File: config.mk
export PLATFORM = sky130hd
export DESIGN_NAME = hbus_dev_flat
export DESIGN_NICKNAME = d
export VERILOG_FILES = /design/src/hbus_pkg.sv /design/src/hbus_if.sv /design/src/hbus_dev.sv /design/src/flat_wrapper.sv
export SDC_FILE = /design/constraint.sdc
export NUM_CORES = 1
export LEC_CHECK = 0
export BUFFER_PORTS_ARGS = -buffer_cell sky130_fd_sc_hd__buf_2
export CORE_AREA = 4 4 95 106
export CTS_CLUSTER_SIZE = 14
export DETAILED_ROUTE_END_ITERATION = 6
export DIE_AREA = 0 0 99 110
export HOLD_SLACK_MARGIN = 0.15
export PLACE_DENSITY_LB_ADDON = 0.3
export RECOVER_POWER = 50
export SYNTH_ARGS = -nofsm -noshare
export SYNTH_HDL_FRONTEND = slang
export SYNTH_SLANG_ARGS = --single-unit
File: constraint.sdc
create_clock -name clk -period 1.5 [get_ports clk]
set_input_delay 0.3 -clock clk [delete_from_list [all_inputs] [get_ports clk]]
set_output_delay 0.3 -clock clk [all_outputs]
set_load 0.01 [all_outputs]
File: src/hbus_pkg.sv
// Constants and types shared by both ends of the host bus write/select port
// How it works
// - Generic mode: write strobe, rising edge latches data
// - Enable-clock mode: direction pin high reads, low writes
// - Address-strobe mode: direction pin high reads, low writes
// - Device ignores the bus while select high
// - Host drives select low from its sequencer state for the whole cycle
// - Two static straps fix the bus type
// - Read pin: low strobe or high enable clock
package hbus_pkg;
   // =========================================================
   // Widths and strap encodings
   localparam int          DATA_W         = 8;
   localparam int          ADDR_W         = 16;
   localparam logic [1:0]  STRAP_GENERIC  = 2'h0;
   localparam logic [1:0]  STRAP_ECLK     = 2'h1;
   localparam logic [1:0]  STRAP_ASTROBE  = 2'h2;
   localparam logic        PIN_IDLE       = 1'h1;
   localparam logic        DIR_READ       = 1'h1;
   localparam logic        DIR_WRITE      = 1'h0;
   // Host strobe phases, in clk cycles at 50 MHz
   localparam int          SETUP_CYC      = 2;
   localparam int          STROBE_CYC     = 4;
   localparam int          HOLD_CYC       = 2;
   localparam logic [2:0]  CNT_ZERO       = 3'h0;
   localparam logic [2:0]  CNT_ONE        = 3'h1;

   typedef enum logic [1:0] {BUS_GENERIC, BUS_ECLK, BUS_ASTROBE} bus_e;

   // Decoding used by both ends
   function automatic bus_e decode_straps(input logic [1:0] s);
      unique case (s)
         STRAP_ECLK:    decode_straps = BUS_ECLK;
         STRAP_ASTROBE: decode_straps = BUS_ASTROBE;
         default:       decode_straps = BUS_GENERIC;
      endcase
   endfunction : decode_straps
endpackage : hbus_pkg

File: src/hbus_if.sv
// Interface joining the host and the device ends of the port
`timescale 1ns/1ns
interface hbus_if;
   import hbus_pkg::*;
   logic [1:0]        bus_type_straps;
   logic              cs_n;
   logic              wr_dir;
   logic              rd_en;
   logic              as_n;
   logic [ADDR_W-1:0] addr;
   logic [DATA_W-1:0] d_host;
   logic              d_host_oe;
   logic [DATA_W-1:0] d_dev;
   logic              d_dev_oe;

   modport host (output bus_type_straps, cs_n, wr_dir, rd_en, as_n, addr,
                 d_host, d_host_oe, input d_dev, d_dev_oe);
   modport dev  (input bus_type_straps, cs_n, wr_dir, rd_en, as_n, addr,
                 d_host, d_host_oe, output d_dev, d_dev_oe);
endinterface : hbus_if

File: src/hbus_dev.sv
// Device end: pin sampling, mode decode, write capture and read drive
`timescale 1ns/1ns
module hbus_dev
   import hbus_pkg::*;
(
   input  wire logic              clk,
   input  wire logic              rstn,
   hbus_if.dev                    bus,
   output logic                   wr_valid,
   output logic [ADDR_W-1:0]      wr_addr,
   output logic [DATA_W-1:0]      wr_data,
   output logic                   rd_active,
   output logic [ADDR_W-1:0]      rd_addr,
   input  wire logic [DATA_W-1:0] rd_data
);
   // =========================================================
   // Pin synchronisers; pins are asynchronous to clk
   logic [2:0]        s1_reg, s2_reg, s3_reg;
   logic [1:0]        st1_reg, st2_reg;
   logic [DATA_W-1:0] d1_reg, d2_reg;
   logic [ADDR_W-1:0] a1_reg, a2_reg;
   always_ff @(posedge clk) begin
      if (!rstn) begin
         s1_reg  <= {3{PIN_IDLE}};
         s2_reg  <= {3{PIN_IDLE}};
         s3_reg  <= {3{PIN_IDLE}};
         st1_reg <= STRAP_GENERIC;
         st2_reg <= STRAP_GENERIC;
      end else begin
         s1_reg  <= {bus.cs_n, bus.wr_dir, bus.rd_en};
         s2_reg  <= s1_reg;
         s3_reg  <= s2_reg;
         st1_reg <= bus.bus_type_straps;
         st2_reg <= st1_reg;
      end
   end
   // Data and address are held stable across the strobe, no reset needed
   always_ff @(posedge clk) begin
      d1_reg <= bus.d_host;
      d2_reg <= d1_reg;
      a1_reg <= bus.addr;
      a2_reg <= a1_reg;
   end

   // =========================================================
   // Decode
   bus_e mode;
   wire  sel     = ~s2_reg[2];
   wire  wr_now  = s2_reg[1];
   wire  wr_old  = s3_reg[1];
   wire  rd_now  = s2_reg[0];
   wire  rd_old  = s3_reg[0];
   wire  gen_wr  = (mode == BUS_GENERIC) & sel & ~wr_old & wr_now;
   // Enable clock falling edge ends a transfer with direction low
   wire  ecl_wr  = (mode == BUS_ECLK) & sel & rd_old & ~rd_now
                   & (wr_now == DIR_WRITE);
   // Address-strobe mode uses the read pin as low data strobe
   wire  ast_wr  = (mode == BUS_ASTROBE) & sel & ~rd_old & rd_now
                   & (wr_now == DIR_WRITE);
   wire  rd_gen  = (mode == BUS_GENERIC) & sel & ~rd_now;
   wire  rd_ecl  = (mode == BUS_ECLK) & sel & rd_now
                   & (wr_now == DIR_READ);
   wire  rd_ast  = (mode == BUS_ASTROBE) & sel & ~rd_now
                   & (wr_now == DIR_READ);
   wire  rd_any  = rd_gen | rd_ecl | rd_ast;
   wire  wr_any  = gen_wr | ecl_wr | ast_wr;
   assign mode   = decode_straps(st2_reg);

   // =========================================================
   // Capture and drive
   // Read drive lags the pins by the synchroniser delay; host must allow it
   always_ff @(posedge clk) begin
      if (!rstn) begin
         wr_valid  <= 1'h0;
         wr_addr   <= '0;
         wr_data   <= '0;
         rd_active <= 1'h0;
         rd_addr   <= '0;
         bus.d_dev    <= '0;
         bus.d_dev_oe <= 1'h0;
      end else begin
         wr_valid  <= wr_any;
         rd_active <= rd_any;
         bus.d_dev_oe <= rd_any;
         if (wr_any) begin
            wr_addr <= a2_reg;
            wr_data <= d2_reg;
         end
         if (rd_any) begin
            rd_addr   <= a2_reg;
            bus.d_dev <= rd_data;
         end
      end
   end
endmodule : hbus_dev

File: src/flat_wrapper.sv
// flat-port wrapper written by rule: the top's interface ports become plain ports
module hbus_dev_flat import hbus_pkg::*;
  (clk, rstn, wr_valid, wr_addr, wr_data, rd_active, rd_addr, rd_data, bus_bus_type_straps, bus_cs_n, bus_wr_dir, bus_rd_en, bus_as_n, bus_addr, bus_d_host, bus_d_host_oe, bus_d_dev, bus_d_dev_oe);
  hbus_if bus_i ();
  input  wire logic clk;
  input  wire logic rstn;
  output logic wr_valid;
  output logic [ADDR_W-1:0] wr_addr;
  output logic [DATA_W-1:0] wr_data;
  output logic rd_active;
  output logic [ADDR_W-1:0] rd_addr;
  input  wire logic [DATA_W-1:0] rd_data;
  input wire logic [$bits(bus_i.bus_type_straps)-1:0] bus_bus_type_straps;
  input wire logic [$bits(bus_i.cs_n)-1:0] bus_cs_n;
  input wire logic [$bits(bus_i.wr_dir)-1:0] bus_wr_dir;
  input wire logic [$bits(bus_i.rd_en)-1:0] bus_rd_en;
  input wire logic [$bits(bus_i.as_n)-1:0] bus_as_n;
  input wire logic [$bits(bus_i.addr)-1:0] bus_addr;
  input wire logic [$bits(bus_i.d_host)-1:0] bus_d_host;
  input wire logic [$bits(bus_i.d_host_oe)-1:0] bus_d_host_oe;
  output wire logic [$bits(bus_i.d_dev)-1:0] bus_d_dev;
  output wire logic [$bits(bus_i.d_dev_oe)-1:0] bus_d_dev_oe;
  assign bus_i.bus_type_straps = bus_bus_type_straps;
  assign bus_i.cs_n = bus_cs_n;
  assign bus_i.wr_dir = bus_wr_dir;
  assign bus_i.rd_en = bus_rd_en;
  assign bus_i.as_n = bus_as_n;
  assign bus_i.addr = bus_addr;
  assign bus_i.d_host = bus_d_host;
  assign bus_i.d_host_oe = bus_d_host_oe;
  assign bus_d_dev = bus_i.d_dev;
  assign bus_d_dev_oe = bus_i.d_dev_oe;
  hbus_dev u_core (.clk(clk), .rstn(rstn), .bus(bus_i), .wr_valid(wr_valid), .wr_addr(wr_addr), .wr_data(wr_data), .rd_active(rd_active), .rd_addr(rd_addr), .rd_data(rd_data));
endmodule
==> results of run 1 <==
[layer usage]
layer | global-route usage (%) | part of all wire, %
met1 | 23.48 | 43
met2 | 31.57 | 49
met3 | 3.902 | 6.1
met4 | 7.707 | 1.8
met5 | 0 | 0
[power by group]
part           internal (mW)  total [mW]  switching (mW)
Sequential              3.08        3.16          0.0773
Combinational          0.293       0.562           0.269
Clock                  0.997        2.01            1.02
[worst max path at each step]
stage | start | to | cells after the start
2_1_floorplan | u_core.st2_reg[0] | u_core.wr_data[3] | 7
3_3_place_gp | u_core.s2_reg[2] | u_core.wr_addr[8] | 3
3_5_place_dp | u_core.s2_reg[2] | u_core.wr_addr[15] | 3
4_1_cts | u_core.st2_reg[0] | u_core.rd_addr[6] | 7
5_1_grt | u_core.st2_reg[0] | u_core.wr_addr[15] | 7
6_report | u_core.st2_reg[0] | u_core.rd_addr[6] | 7
[Yosys cell counts (all sizes together)]
cell	number	area [um2]
a21boi	1	7.510
and2	29	181.4
and3b	2	17.52
buf	18	101.3
clkbuf	25	93.84
dfxtp	110	2202
ha	2	25.02
inv	3	11.26
mux2i	25	250.2
nand2	57	214.0
nand2b	8	50.05
nand3b	2	15.01
nand4	24	150.1
nand4bb	1	11.26
nor2	1	3.750
o2111ai	48	420.4
o211ai	24	180.2
o21ai	1	5.000
o32ai	1	27.53
[critical path: cells and delay by family (launching register included)]
kind	cells	cell delay (ns)
AO/OA/AOI/OAI	1	0.14
buffers and inverters	3	0.36
multiplexers	1	0.21
AND/OR/NAND/NOR	1	0.06
flip-flops	1	0.38
adder cells (fa/ha/maj)	1	0.29
[cells in the final DEF (no fill, tap or decap), types with 2 or more instances in the layout]
cell type / synthesis / routed
and3b_1: 2 / 2
inv_2: 0 / 2
mux2i_1: 25 / 23
clkbuf_16: 0 / 3
buf_4: 2 / 16
buf_2: 9 / 88
o2111ai_2: 0 / 5
nand3b_1: 2 / 2
nand2b_1: 8 / 7
buf_16: 0 / 2
bufinv_16: 0 / 2
dfxtp_4: 0 / 2
nand2_1: 57 / 57
dfxtp_1: 110 / 106
and2_1: 29 / 29
dfxtp_2: 0 / 2
nand4_1: 24 / 24
dlygate4sd3_1: 0 / 34
ha_4: 0 / 2
buf_6: 2 / 5
o2111ai_1: 48 / 43
clkbuf_8: 0 / 10
o211ai_1: 24 / 24
clkinv_4: 0 / 2
buf_12: 0 / 7
[layout make-up]
cell class | instances | share of cell area [%]
flip-flops and latches | 110 | 40.17
multi-input cells | 226 | 30.20
repair buffers | 157 | 22.63
well taps | 114 | 2.590
clock buffers | 10 | 2.499
clock inverters | 6 | 1.704
inverters | 3 | 0.2045
[logic make-up (layout without fill, tap and decap cells)]
| logic type | count (synthesis) | in the layout |
|---|---|---|
| AOI/OAI and AO/OA | 75 | 75 |
| adders and majority gates | 2 | 2 |
| and+or+nand+nor | 124 | 124 |
| muxes | 25 | 25 |
| DFF | 110 | 110 |
| buffers and inverters | 46 | 176 |
[timing repair]
| action | CTS | global route |
|---|---|---|
| buffers inserted | 3 | 3 |
| gates cloned | 2 | 5 |
| setup endpoints to repair | 46 | 49 |
| resized for setup | 17 | 17 |
| endpoints found under the hold margin | 34 | 0 |
| hold buffers | 34 | 0 |
| pin swaps | 6 | 9 |
[stage by stage]
| step | TNS [ns] | std cells | worst slack [ns] | power [mW] | util, % |
|---|---|---|---|---|---|
| finish | -0.02173 | 626 | -0.01387 | 5.733 | 62.06 |
| global route | -2.673 | 626 | -0.08302 | 5.999 | 62.06 |
| CTS | -0.1083 | 618 | -0.03008 | 5.775 | 59.94 |
| detailed placement | -3.841 | 563 | -0.1700 | 3.682 | 51.86 |
| global placement | -2.479 | 563 | -0.1174 | 3.668 | 51.86 |
| floorplan | 0 | 382 | 0.03771 | 3.470 | - |
==> impl_metrics.csv, run 1 <==
group,metric,value,unit
worst_setup_path,crit_path_start_kind,"flip-flop",
timing,drv_slew,0,
finish,fillCellCount,736,
synth,synth-simple-area-share,16.21,%
worst_setup_path,timing.rr.start,"u_core.st2_reg[0]",
timing,holdWs,0.1621,ns
die,num_rows,36,
global_routing,antenna_found_initial,0,
worst_setup_path,crit_path_top_delay_cell,"dfxtp_4",
route,drt_iter0_markers,183,
synth,synth_fa_ha_area_share,0.6307,%
worst_setup_path,r2r_end,"u_core.rd_addr[6]",
min_path,worstHoldStart,"rd_data[5]",
worst_setup_path,crit_path_max_incr_delay,0.38,ns
min_path,min_to,"u_core.bus.d_dev[5]",
route,routed_wl,10260,um
synth,syn_inst,382,
placement,place_congestion,0.7177,
timing,min_period_over_period,100.9,%
clock_tree,clock_path_buffers,2,
global_routing,grt_pass1_vias,3342,
job,drv_cap,0,
min_path,hold_depth,3,
finish,area_delta_synth_final,38.79,%
synth,netlist_area,0.003968,mm2
timing,maxSlewHeadroom,52.11,%
clock_tree,clk_pin_slew_worst_paths,0.10,ns
route,drc,0,
finish,antenna_cells,0,
placement,dp_hpwl,6099,um
outcome,violations,"setup timing",
min_path,hold_path.class,"in2reg",
clock_tree,cts_root_buf,"clkbuf_8",
worst_setup_path,path_cells,"inv_2 -> ha_4 -> nand2b_4 -> o32ai_4 -> buf_6 -> buf_12 -> mux2i_1",
route,ant_nets,0,
die,die_w,99,um
synth,ys.warnings.count,0,
die,die_h,110,um
finish,multi_input_area,0.001663,mm2
finish,drive_above_1_share,30.66,%
worst_setup_path,worstRegToRegCells,7,
finish,nets,550,
power_and_ir_drop,ir_drop,515.6,uV
worst_setup_path,required,1.80,ns
die,core,0.008874,mm2
global_routing,grt.total_usage,18.74,%
timing,fmax,660.6,MHz
die,io_pins,92,
timing,tightest_slew,0.7166,ns
timing,min_period,1.514,ns
timing,hold_violations,0,
worst_setup_path,cp-end-kind,"flip-flop",
finish,design_area,0.005507,mm2
synth,synth_cell_type_count,22,
synth,synth-xor-area-share,0,%
clock_tree,cts_sinks,110,
clock_tree,cts_max_level,3,
synth,syn_avg_cell_area,10.39,um2
worst_setup_path,cp.arrival,1.82,ns
power_and_ir_drop,p_leak,2.272,nW
clock_tree,clock_latency,0.38,ns
global_routing,grt_overflow,0,
route,firstDrtPassIters,4,
outcome,outcome,"finished with violations",
worst_setup_path,critPathMaxFanout,6,
die,die-area,0.01089,mm2
timing,setup_viol,2,
global_routing,grt_pass1_wl,16180,um
clock_tree,cts_tree,"built",
route,via_per_inst,5.490,
synth,synth_mux_area_share,6.307,%
timing,rsz0062_at_grt,"yes",
timing,worst_slack,-0.01387,ns
synth,synth_nets,425,
die,start_util,44.71,%
placement,port_buffers,89,
global_routing,grt_start_max_net_pins,54,
synth,synth_top_family_by_area,"simple AND/OR/NAND/NOR gates",
placement,dpl-instance-area,0.004602,mm2
route,vias,3437,
synth,ys_ff_latch,110,
route,avgRoutedWirePerCell,16.40,um
timing,clock_skew,0.009469,ns
power_and_ir_drop,power_density,1041,mW/mm2
finish,seq_area,0.002212,mm2
worst_setup_path,reg2reg_slack,-0.01,ns
clock_tree,numCtsBuffers,9,
synth,synth-compound-area-share,16.15,%
synth,ys_seq_area_share,55.50,%
worst_setup_path,crit_type,"reg2reg",
Power figures use the tool's default switching activity.
==> run 2: changes to the inputs <==
Settings changed: CORE_AREA 4 4 95 106 to 4 4 92 103, DIE_AREA 0 0 99 110 to 0 0 96 107, PLACE_DENSITY set to 0.84, PLACE_DENSITY_LB_ADDON 0.3 to unset.
==> run 2 against run 1 <==
Against the previous run:
- critical path depth unchanged
- via count grew 0.20%
- total power down 7.1%
- worst hold slack better by 0.0097 ns
- clock power down 20%
- critical path type unchanged
- sequential power is essentially flat
- non-clock buffer count is 3 lower
- final area shrank 2.4%
- the flow still finishes with violations (setup timing)
- register-to-register slack lost 0.03 ns
- cell count is 0.96% lower
- first-iteration DRC count is 26% higher
- highest routed layer unchanged
==> impl_metrics.csv, run 2 (synthesis gave the netlist of run 1 again) <==
group,metric,value,unit
outcome,outcome,"finished with violations",
outcome,violations,"setup timing",
worst_setup_path,crit_path_end,"u_core.wr_addr[6]",
global_routing,grt.total_usage,20.51,%
timing,worst_slack,-0.04665,ns
worst_setup_path,worstRegToRegCells,7,
timing,fmax,646.6,MHz
worst_setup_path,r2r_end,"u_core.wr_addr[6]",
timing,tightest_slew,0.5456,ns
route,vias,3444,
route,avgRoutedWirePerCell,17.26,um
placement,place_congestion,0.7845,
die,core,0.008364,mm2
global_routing,grt_start_max_net_pins,37,
finish,antenna_cells,0,
worst_setup_path,cp-end-kind,"flip-flop",
worst_setup_path,cp.arrival,1.77,ns
power_and_ir_drop,p_leak,2.243,nW
clock_tree,cts_sinks,110,
power_and_ir_drop,ir_drop,533.3,uV
finish,drive_above_1_share,29.86,%
finish,nets,547,
route,drc,0,
route,routed_wl,10700,um
timing,min_period,1.547,ns
global_routing,antenna_found_initial,0,
die,die_h,107,um
clock_tree,cts_max_level,3,
timing,drv_slew,0,
route,drt_iter0_markers,231,
die,io_pins,92,
die,die-area,0.01027,mm2
finish,stdcell_count,620,
clock_tree,clock_latency,0.37,ns
route,via_per_inst,5.555,
placement,post-place-cells,564,
global_routing,grt_pass1_vias,3422,
global_routing,grt_pass1_wl,16570,um
clock_tree,cts_tree,"built",
worst_setup_path,reg2reg_slack,-0.05,ns
finish,area_delta_synth_final,35.45,%
timing,hold_violations,0,
worst_setup_path,crit_path_start_kind,"flip-flop",
worst_setup_path,critPathMaxFanout,9,
min_path,hold_path.class,"in2reg",
worst_setup_path,required,1.73,ns
timing,min_period_over_period,103.1,%
timing,rsz0062_at_grt,"yes",
die,die_w,96,um
job,drv_cap,0,
placement,pre_cts_ws,-0.05686,ns
worst_setup_path,crit_type,"reg2reg",
die,num_rows,35,
finish,final_common_cell,"dfxtp_1",
power_and_ir_drop,power_density,991.3,mW/mm2
finish,final_cell_mix,"dfxtp_1, buf_2, nand2_1",
route,ant_nets,0,
placement,dp_hpwl,6429,um
timing,maxSlewHeadroom,63.62,%
global_routing,grt_overflow,0,
die,start_util,47.43,%
timing,setup_viol,28,
clock_tree,clock_path_buffers,2,
clock_tree,clk_pin_slew_worst_paths,0.11,ns
placement,port_buffers,89,
clock_tree,cts_root_buf,"clkbuf_8",
timing,clock_skew,0.01042,ns
timing,holdWs,0.1718,ns
clock_tree,numCtsBuffers,9,
worst_setup_path,crit_path_start,"u_core.st2_reg[0]",
route,firstDrtPassIters,4,
worst_setup_path,timing.rr.start,"u_core.st2_reg[0]",
run 2: area by class of cell:
class,count,area [um2]
clock inverters,7,50.05
fillers,645,2990
clock buffers,9,123.9
repair buffers,154,1217
well taps,111,138.9
flip-flops and latches,110,2210
multi-input cells,226,1623
inverters,3,11.26
run 2: layer usage:
metal  GRT usage, %  part of all wire [%]  up-vias
met3          4.000                   7.0       31
met5              0                     0        -
li1               -                     -     1652
met4          9.248                   2.5        0
met1          23.94                    41     1585
met2          35.57                    50      176
run 2: how the worst min path moves through the flow:
stage,start,endpoint,slack (ns),cells past startpoint
after floorplan,u_core.a1_reg[0],u_core.a2_reg[0],0.31,0
after global placement,u_core.d1_reg[1],u_core.d2_reg[1],0.31,0
after detailed placement,u_core.a1_reg[9],u_core.a2_reg[9],0.31,0
after CTS,rd_data[4],u_core.bus.d_dev[4],0.16,3
after global routing,rd_data[1],u_core.bus.d_dev[1],0.16,3
final,rd_data[2],u_core.bus.d_dev[2],0.17,3
run 2: report_power, final:
| group | switching, mW | internal [mW] | total [mW] |
|---|---|---|---|
| clock network | 1.00 | 0.611 | 1.61 |
| registers | 0.0831 | 3.08 | 3.17 |
| logic | 0.271 | 0.279 | 0.550 |
run 2: worst max-delay path, cell delays in order, from the launching register on:
cell	delay (ns)
dfxtp_2	0.38
inv_2	0.05
ha_4	0.29
nand4bb_4	0.12
buf_12	0.18
buf_12	0.13
o211ai_1	0.10
o2111ai_1	0.16
run 2: timing repair:
action / in CTS / in global routing
resized for setup: 14 / 2
cloned: 3 / 6
pin swaps: 2 / 10
endpoints found under the setup margin: 26 / 44
endpoints found under the hold margin: 29 / 0
hold buffers: 29 / 0
buffers inserted: 3 / 1
run 2: per-stage QoR:
| step | TNS, ns | power (mW) | util, % | instance area (um2) |
|---|---|---|---|---|
| finish | -0.4355 | 5.327 | 64.25 | 5374 |
| global route | -3.496 | 5.561 | 64.25 | 5374 |
| CTS | -0.4918 | 5.354 | 63.10 | 5278 |
| detailed placement | -0.6064 | 3.695 | 55.33 | 4628 |
| global placement | 0 | 3.669 | 55.33 | 4628 |
| floorplan | 0 | 3.470 | - | 3968 |
==> run 3: changes to the inputs <==
Settings changed: ABC_AREA set to 1, CORE_AREA 4 4 92 103 to 4 4 91 102, DIE_AREA 0 0 96 107 to 0 0 95 106, PLACE_DENSITY 0.84 to 0.83, SLEW_MARGIN set to 30.
==> run 3 against run 2 <==
Against the previous run:
- the flow still finishes with violations (setup timing)
- register-to-register slack hardly changed
- final area is 0.58% lower
- area after synthesis decreased by 3.9%
- wire length decreased by 10%
- worst hold slack gained 0.0068 ns
- total power is 4.6% lower
- first-iteration DRC count shrank 48%
- largest power group unchanged
- highest routed layer unchanged
==> impl_metrics.csv, run 3 <==
group,metric,value,unit
synth,yosys.area.top_type,"dfxtp_1",
route,firstDrtPassIters,4,
power_and_ir_drop,p_clk_share,33.4,%
global_routing,grt.total_usage,18.49,%
die,io_pins,92,
worst_setup_path,critPathMaxFanout,8,
job,drv_cap,0,
route,drt_iter0_markers,120,
synth,post-synth-top-count-cell,"dfxtp_1",
worst_setup_path,crit_path_end,"u_core.rd_addr[1]",
synth,synth_top_flop_cell,"dfxtp_1",
finish,stdcell_count,718,
timing,clock_skew,0.01687,ns
die,die-area,0.01007,mm2
worst_setup_path,r2r_end,"u_core.rd_addr[1]",
timing,setup_viol,35,
timing,worst_slack,-0.04096,ns
finish,fillCellCount,665,
synth,synth_top_area_share,57.76,%
timing,holdWs,0.1785,ns
synth,syn_inst,467,
synth,synth_edf_count,0,
power_and_ir_drop,pwr-share-comb,6.2,%
synth,synth_common_cells,"dfxtp_1, inv_1, nand2_1",
power_and_ir_drop,power.total,5.082,mW
synth,synth_cell_type_count,17,
timing,rsz0062_at_grt,"yes",
worst_setup_path,crit_type,"reg2reg",
timing,min_period_over_period,102.7,%
global_routing,grt_overflow,0,
finish,nets,645,
worst_setup_path,reg2reg_slack,-0.04,ns
route,drc,0,
timing,drv_slew,0,
power_and_ir_drop,ir_drop,658.9,uV
die,start_util,46.31,%
placement,place_congestion,0.7423,
global_routing,grt_pass1_vias,3113,
synth,netlist_area,0.003812,mm2
synth,async_flop_share,0,%
clock_tree,cts_tree,"built",
finish,area_delta_synth_final,40.14,%
route,ant_nets,0,
timing,tightest_slew,0.3473,ns
worst_setup_path,worstRegToRegCells,10,
clock_tree,cts_max_level,3,
synth,ys_seq_area_share,57.76,%
timing,min_period,1.541,ns
global_routing,grt_pass1_wl,14570,um
outcome,outcome,"finished with violations",
clock_tree,clock_path_buffers,2,
synth,synth_nets,510,
placement,post-place-cells,655,
worst_setup_path,cp.arrival,1.81,ns
worst_setup_path,timing.rr.start,"u_core.st2_reg[0]",
die,num_rows,35,
route,avgRoutedWirePerCell,13.36,um
timing,hold_violations,0,
worst_setup_path,crit_path_start_kind,"flip-flop",
synth,ys.warnings.count,0,
outcome,violations,"setup timing",
finish,antenna_cells,0,
placement,dpl-instance-area,0.004332,mm2
timing,setup_tns,-0.7668,ns
finish,final_common_cell,"dfxtp_1",
timing,fmax,648.9,MHz
clock_tree,cts_sinks,110,
die,die_h,106,um
power_and_ir_drop,p_sw,1.251,mW
power_and_ir_drop,sw_frac_of_total,24.62,%
power_and_ir_drop,power_density,951.1,mW/mm2
synth,synth_area_leaders,"dfxtp_1, inv_1, nand2_1",
worst_setup_path,required,1.77,ns
clock_tree,clk_pin_slew_worst_paths,0.11,ns
route,via_per_inst,4.607,
clock_tree,numCtsBuffers,9,
placement,port_buffers,89,
die,die_w,95,um
synth,ys_ff_latch,110,
finish,design_area,0.005343,mm2
power_and_ir_drop,p_leak,2.917,nW
die,core,0.008233,mm2
power_and_ir_drop,p_seq_share,60.5,%
worst_setup_path,crit_path_start,"u_core.st2_reg[0]",
route,routed_wl,9591,um
synth,syn_avg_cell_area,8.164,um2
route,vias,3308,
min_path,hold_path.class,"in2reg",
clock_tree,cts_root_buf,"clkbuf_8",
finish,final_cell_mix,"dfxtp_1, inv_1, buf_2",
power_and_ir_drop,p_int,3.831,mW
placement,dp_hpwl,5484,um
timing,maxSlewHeadroom,76.84,%
global_routing,antenna_found_initial,0,
finish,drive_above_1_share,30.97,%
worst_setup_path,cp-end-kind,"flip-flop",
clock_tree,clock_latency,0.38,ns
global_routing,grt_start_max_net_pins,34,
-- run 3: changes by cell type in the layout (fill, tap and decap cells not counted), moves of 20 or more --
| cell | delta |
|---|---|
| inv_1 | +99 |
| nor2_1 | +48 |
| o2111ai_1 | -48 |
| and2_1 | -29 |
| mux2i_1 | -24 |
| nand4_1 | +24 |
| o211ai_1 | -24 |
| nor2_4 | +22 |
| nand2_1 | +20 |
-- run 3: logic make-up (layout without fill, tap and decap cells) --
kind of cell / count (synthesis) / count (layout) / synth area share, %
adder cells (fa/ha/maj): 2 / 2 / 0.6563
buffers and inverters: 134 / 270 / 14.80
flip-flops: 110 / 110 / 57.76
AND/OR/NAND/NOR: 221 / 225 / 26.78
-- run 3: repair_timing --
action                                 CTS  global route
pin swaps                                8            13
setup buffers                            4             1
setup endpoints to repair               50            48
gates cloned                             3             3
hold buffers                            36             0
resized for setup                       21            68
endpoints found under the hold margin   36             0
-- run 3: worst max-delay path, cell delays in order, from the launching register on --
cell and delay (ns):
dfxtp_2 0.35, inv_2 0.04, ha_4 0.25, inv_2 0.04, nor2_4 0.20, nand2_4 0.10
nand2_4 0.12, nor2_4 0.06, buf_12 0.15, nor2_2 0.07, nor2_1 0.04
-- run 3: worst min path at each step --
stage | from | to | cells after the start
6_report | rd_data[5] | u_core.bus.d_dev[5] | 3
2_1_floorplan | u_core.a1_reg[0] | u_core.a2_reg[0] | 0
3_3_place_gp | u_core.d1_reg[5] | u_core.d2_reg[5] | 0
3_5_place_dp | u_core.a1_reg[10] | u_core.a2_reg[10] | 0
4_1_cts | rd_data[5] | u_core.bus.d_dev[5] | 3
5_1_grt | rd_data[5] | u_core.bus.d_dev[5] | 3
-- run 3: layout make-up --
| cell class | count | area, um2 | area share, % |
|---|---|---|---|
| Clock inverter | 7 | 65.06 | 1.218 |
| Timing Repair Buffer | 143 | 1060 | 19.84 |
| Tap cell | 111 | 138.9 | 2.600 |
| Inverter | 111 | 416.7 | 7.799 |
| Clock buffer | 9 | 123.9 | 2.319 |
| Multi-Input combinational cell | 227 | 1334 | 24.96 |
| Sequential cell | 110 | 2205 | 41.26 |
-- run 3: power by group through the flow --
stage               combinational [mW]  clock, mW  sequential [mW]
floorplan                        0.102          0             3.13
global placement                 0.193          0             3.12
detailed placement               0.199          0             3.13
CTS                              0.283       1.74             3.06
global route                     0.348       1.86             3.08
finish                           0.313       1.70             3.07
-- run 3: routing by layer --
metal  routed length [um]  GRT usage, %
met2                 4859         31.44
met3                  452         4.317
met5                    0             0
met1                 4081         21.84
met4                  198         8.351
-- run 3: metrics by stage --
step / worst slack, ns / util [%]
after CTS: -0.01178 / 61.14
after global placement: -0.1470 / 52.61
after detailed placement: -0.2050 / 52.61
final: -0.04096 / 64.89
after floorplan: 0.07271 / -
after global routing: -0.1244 / 64.89
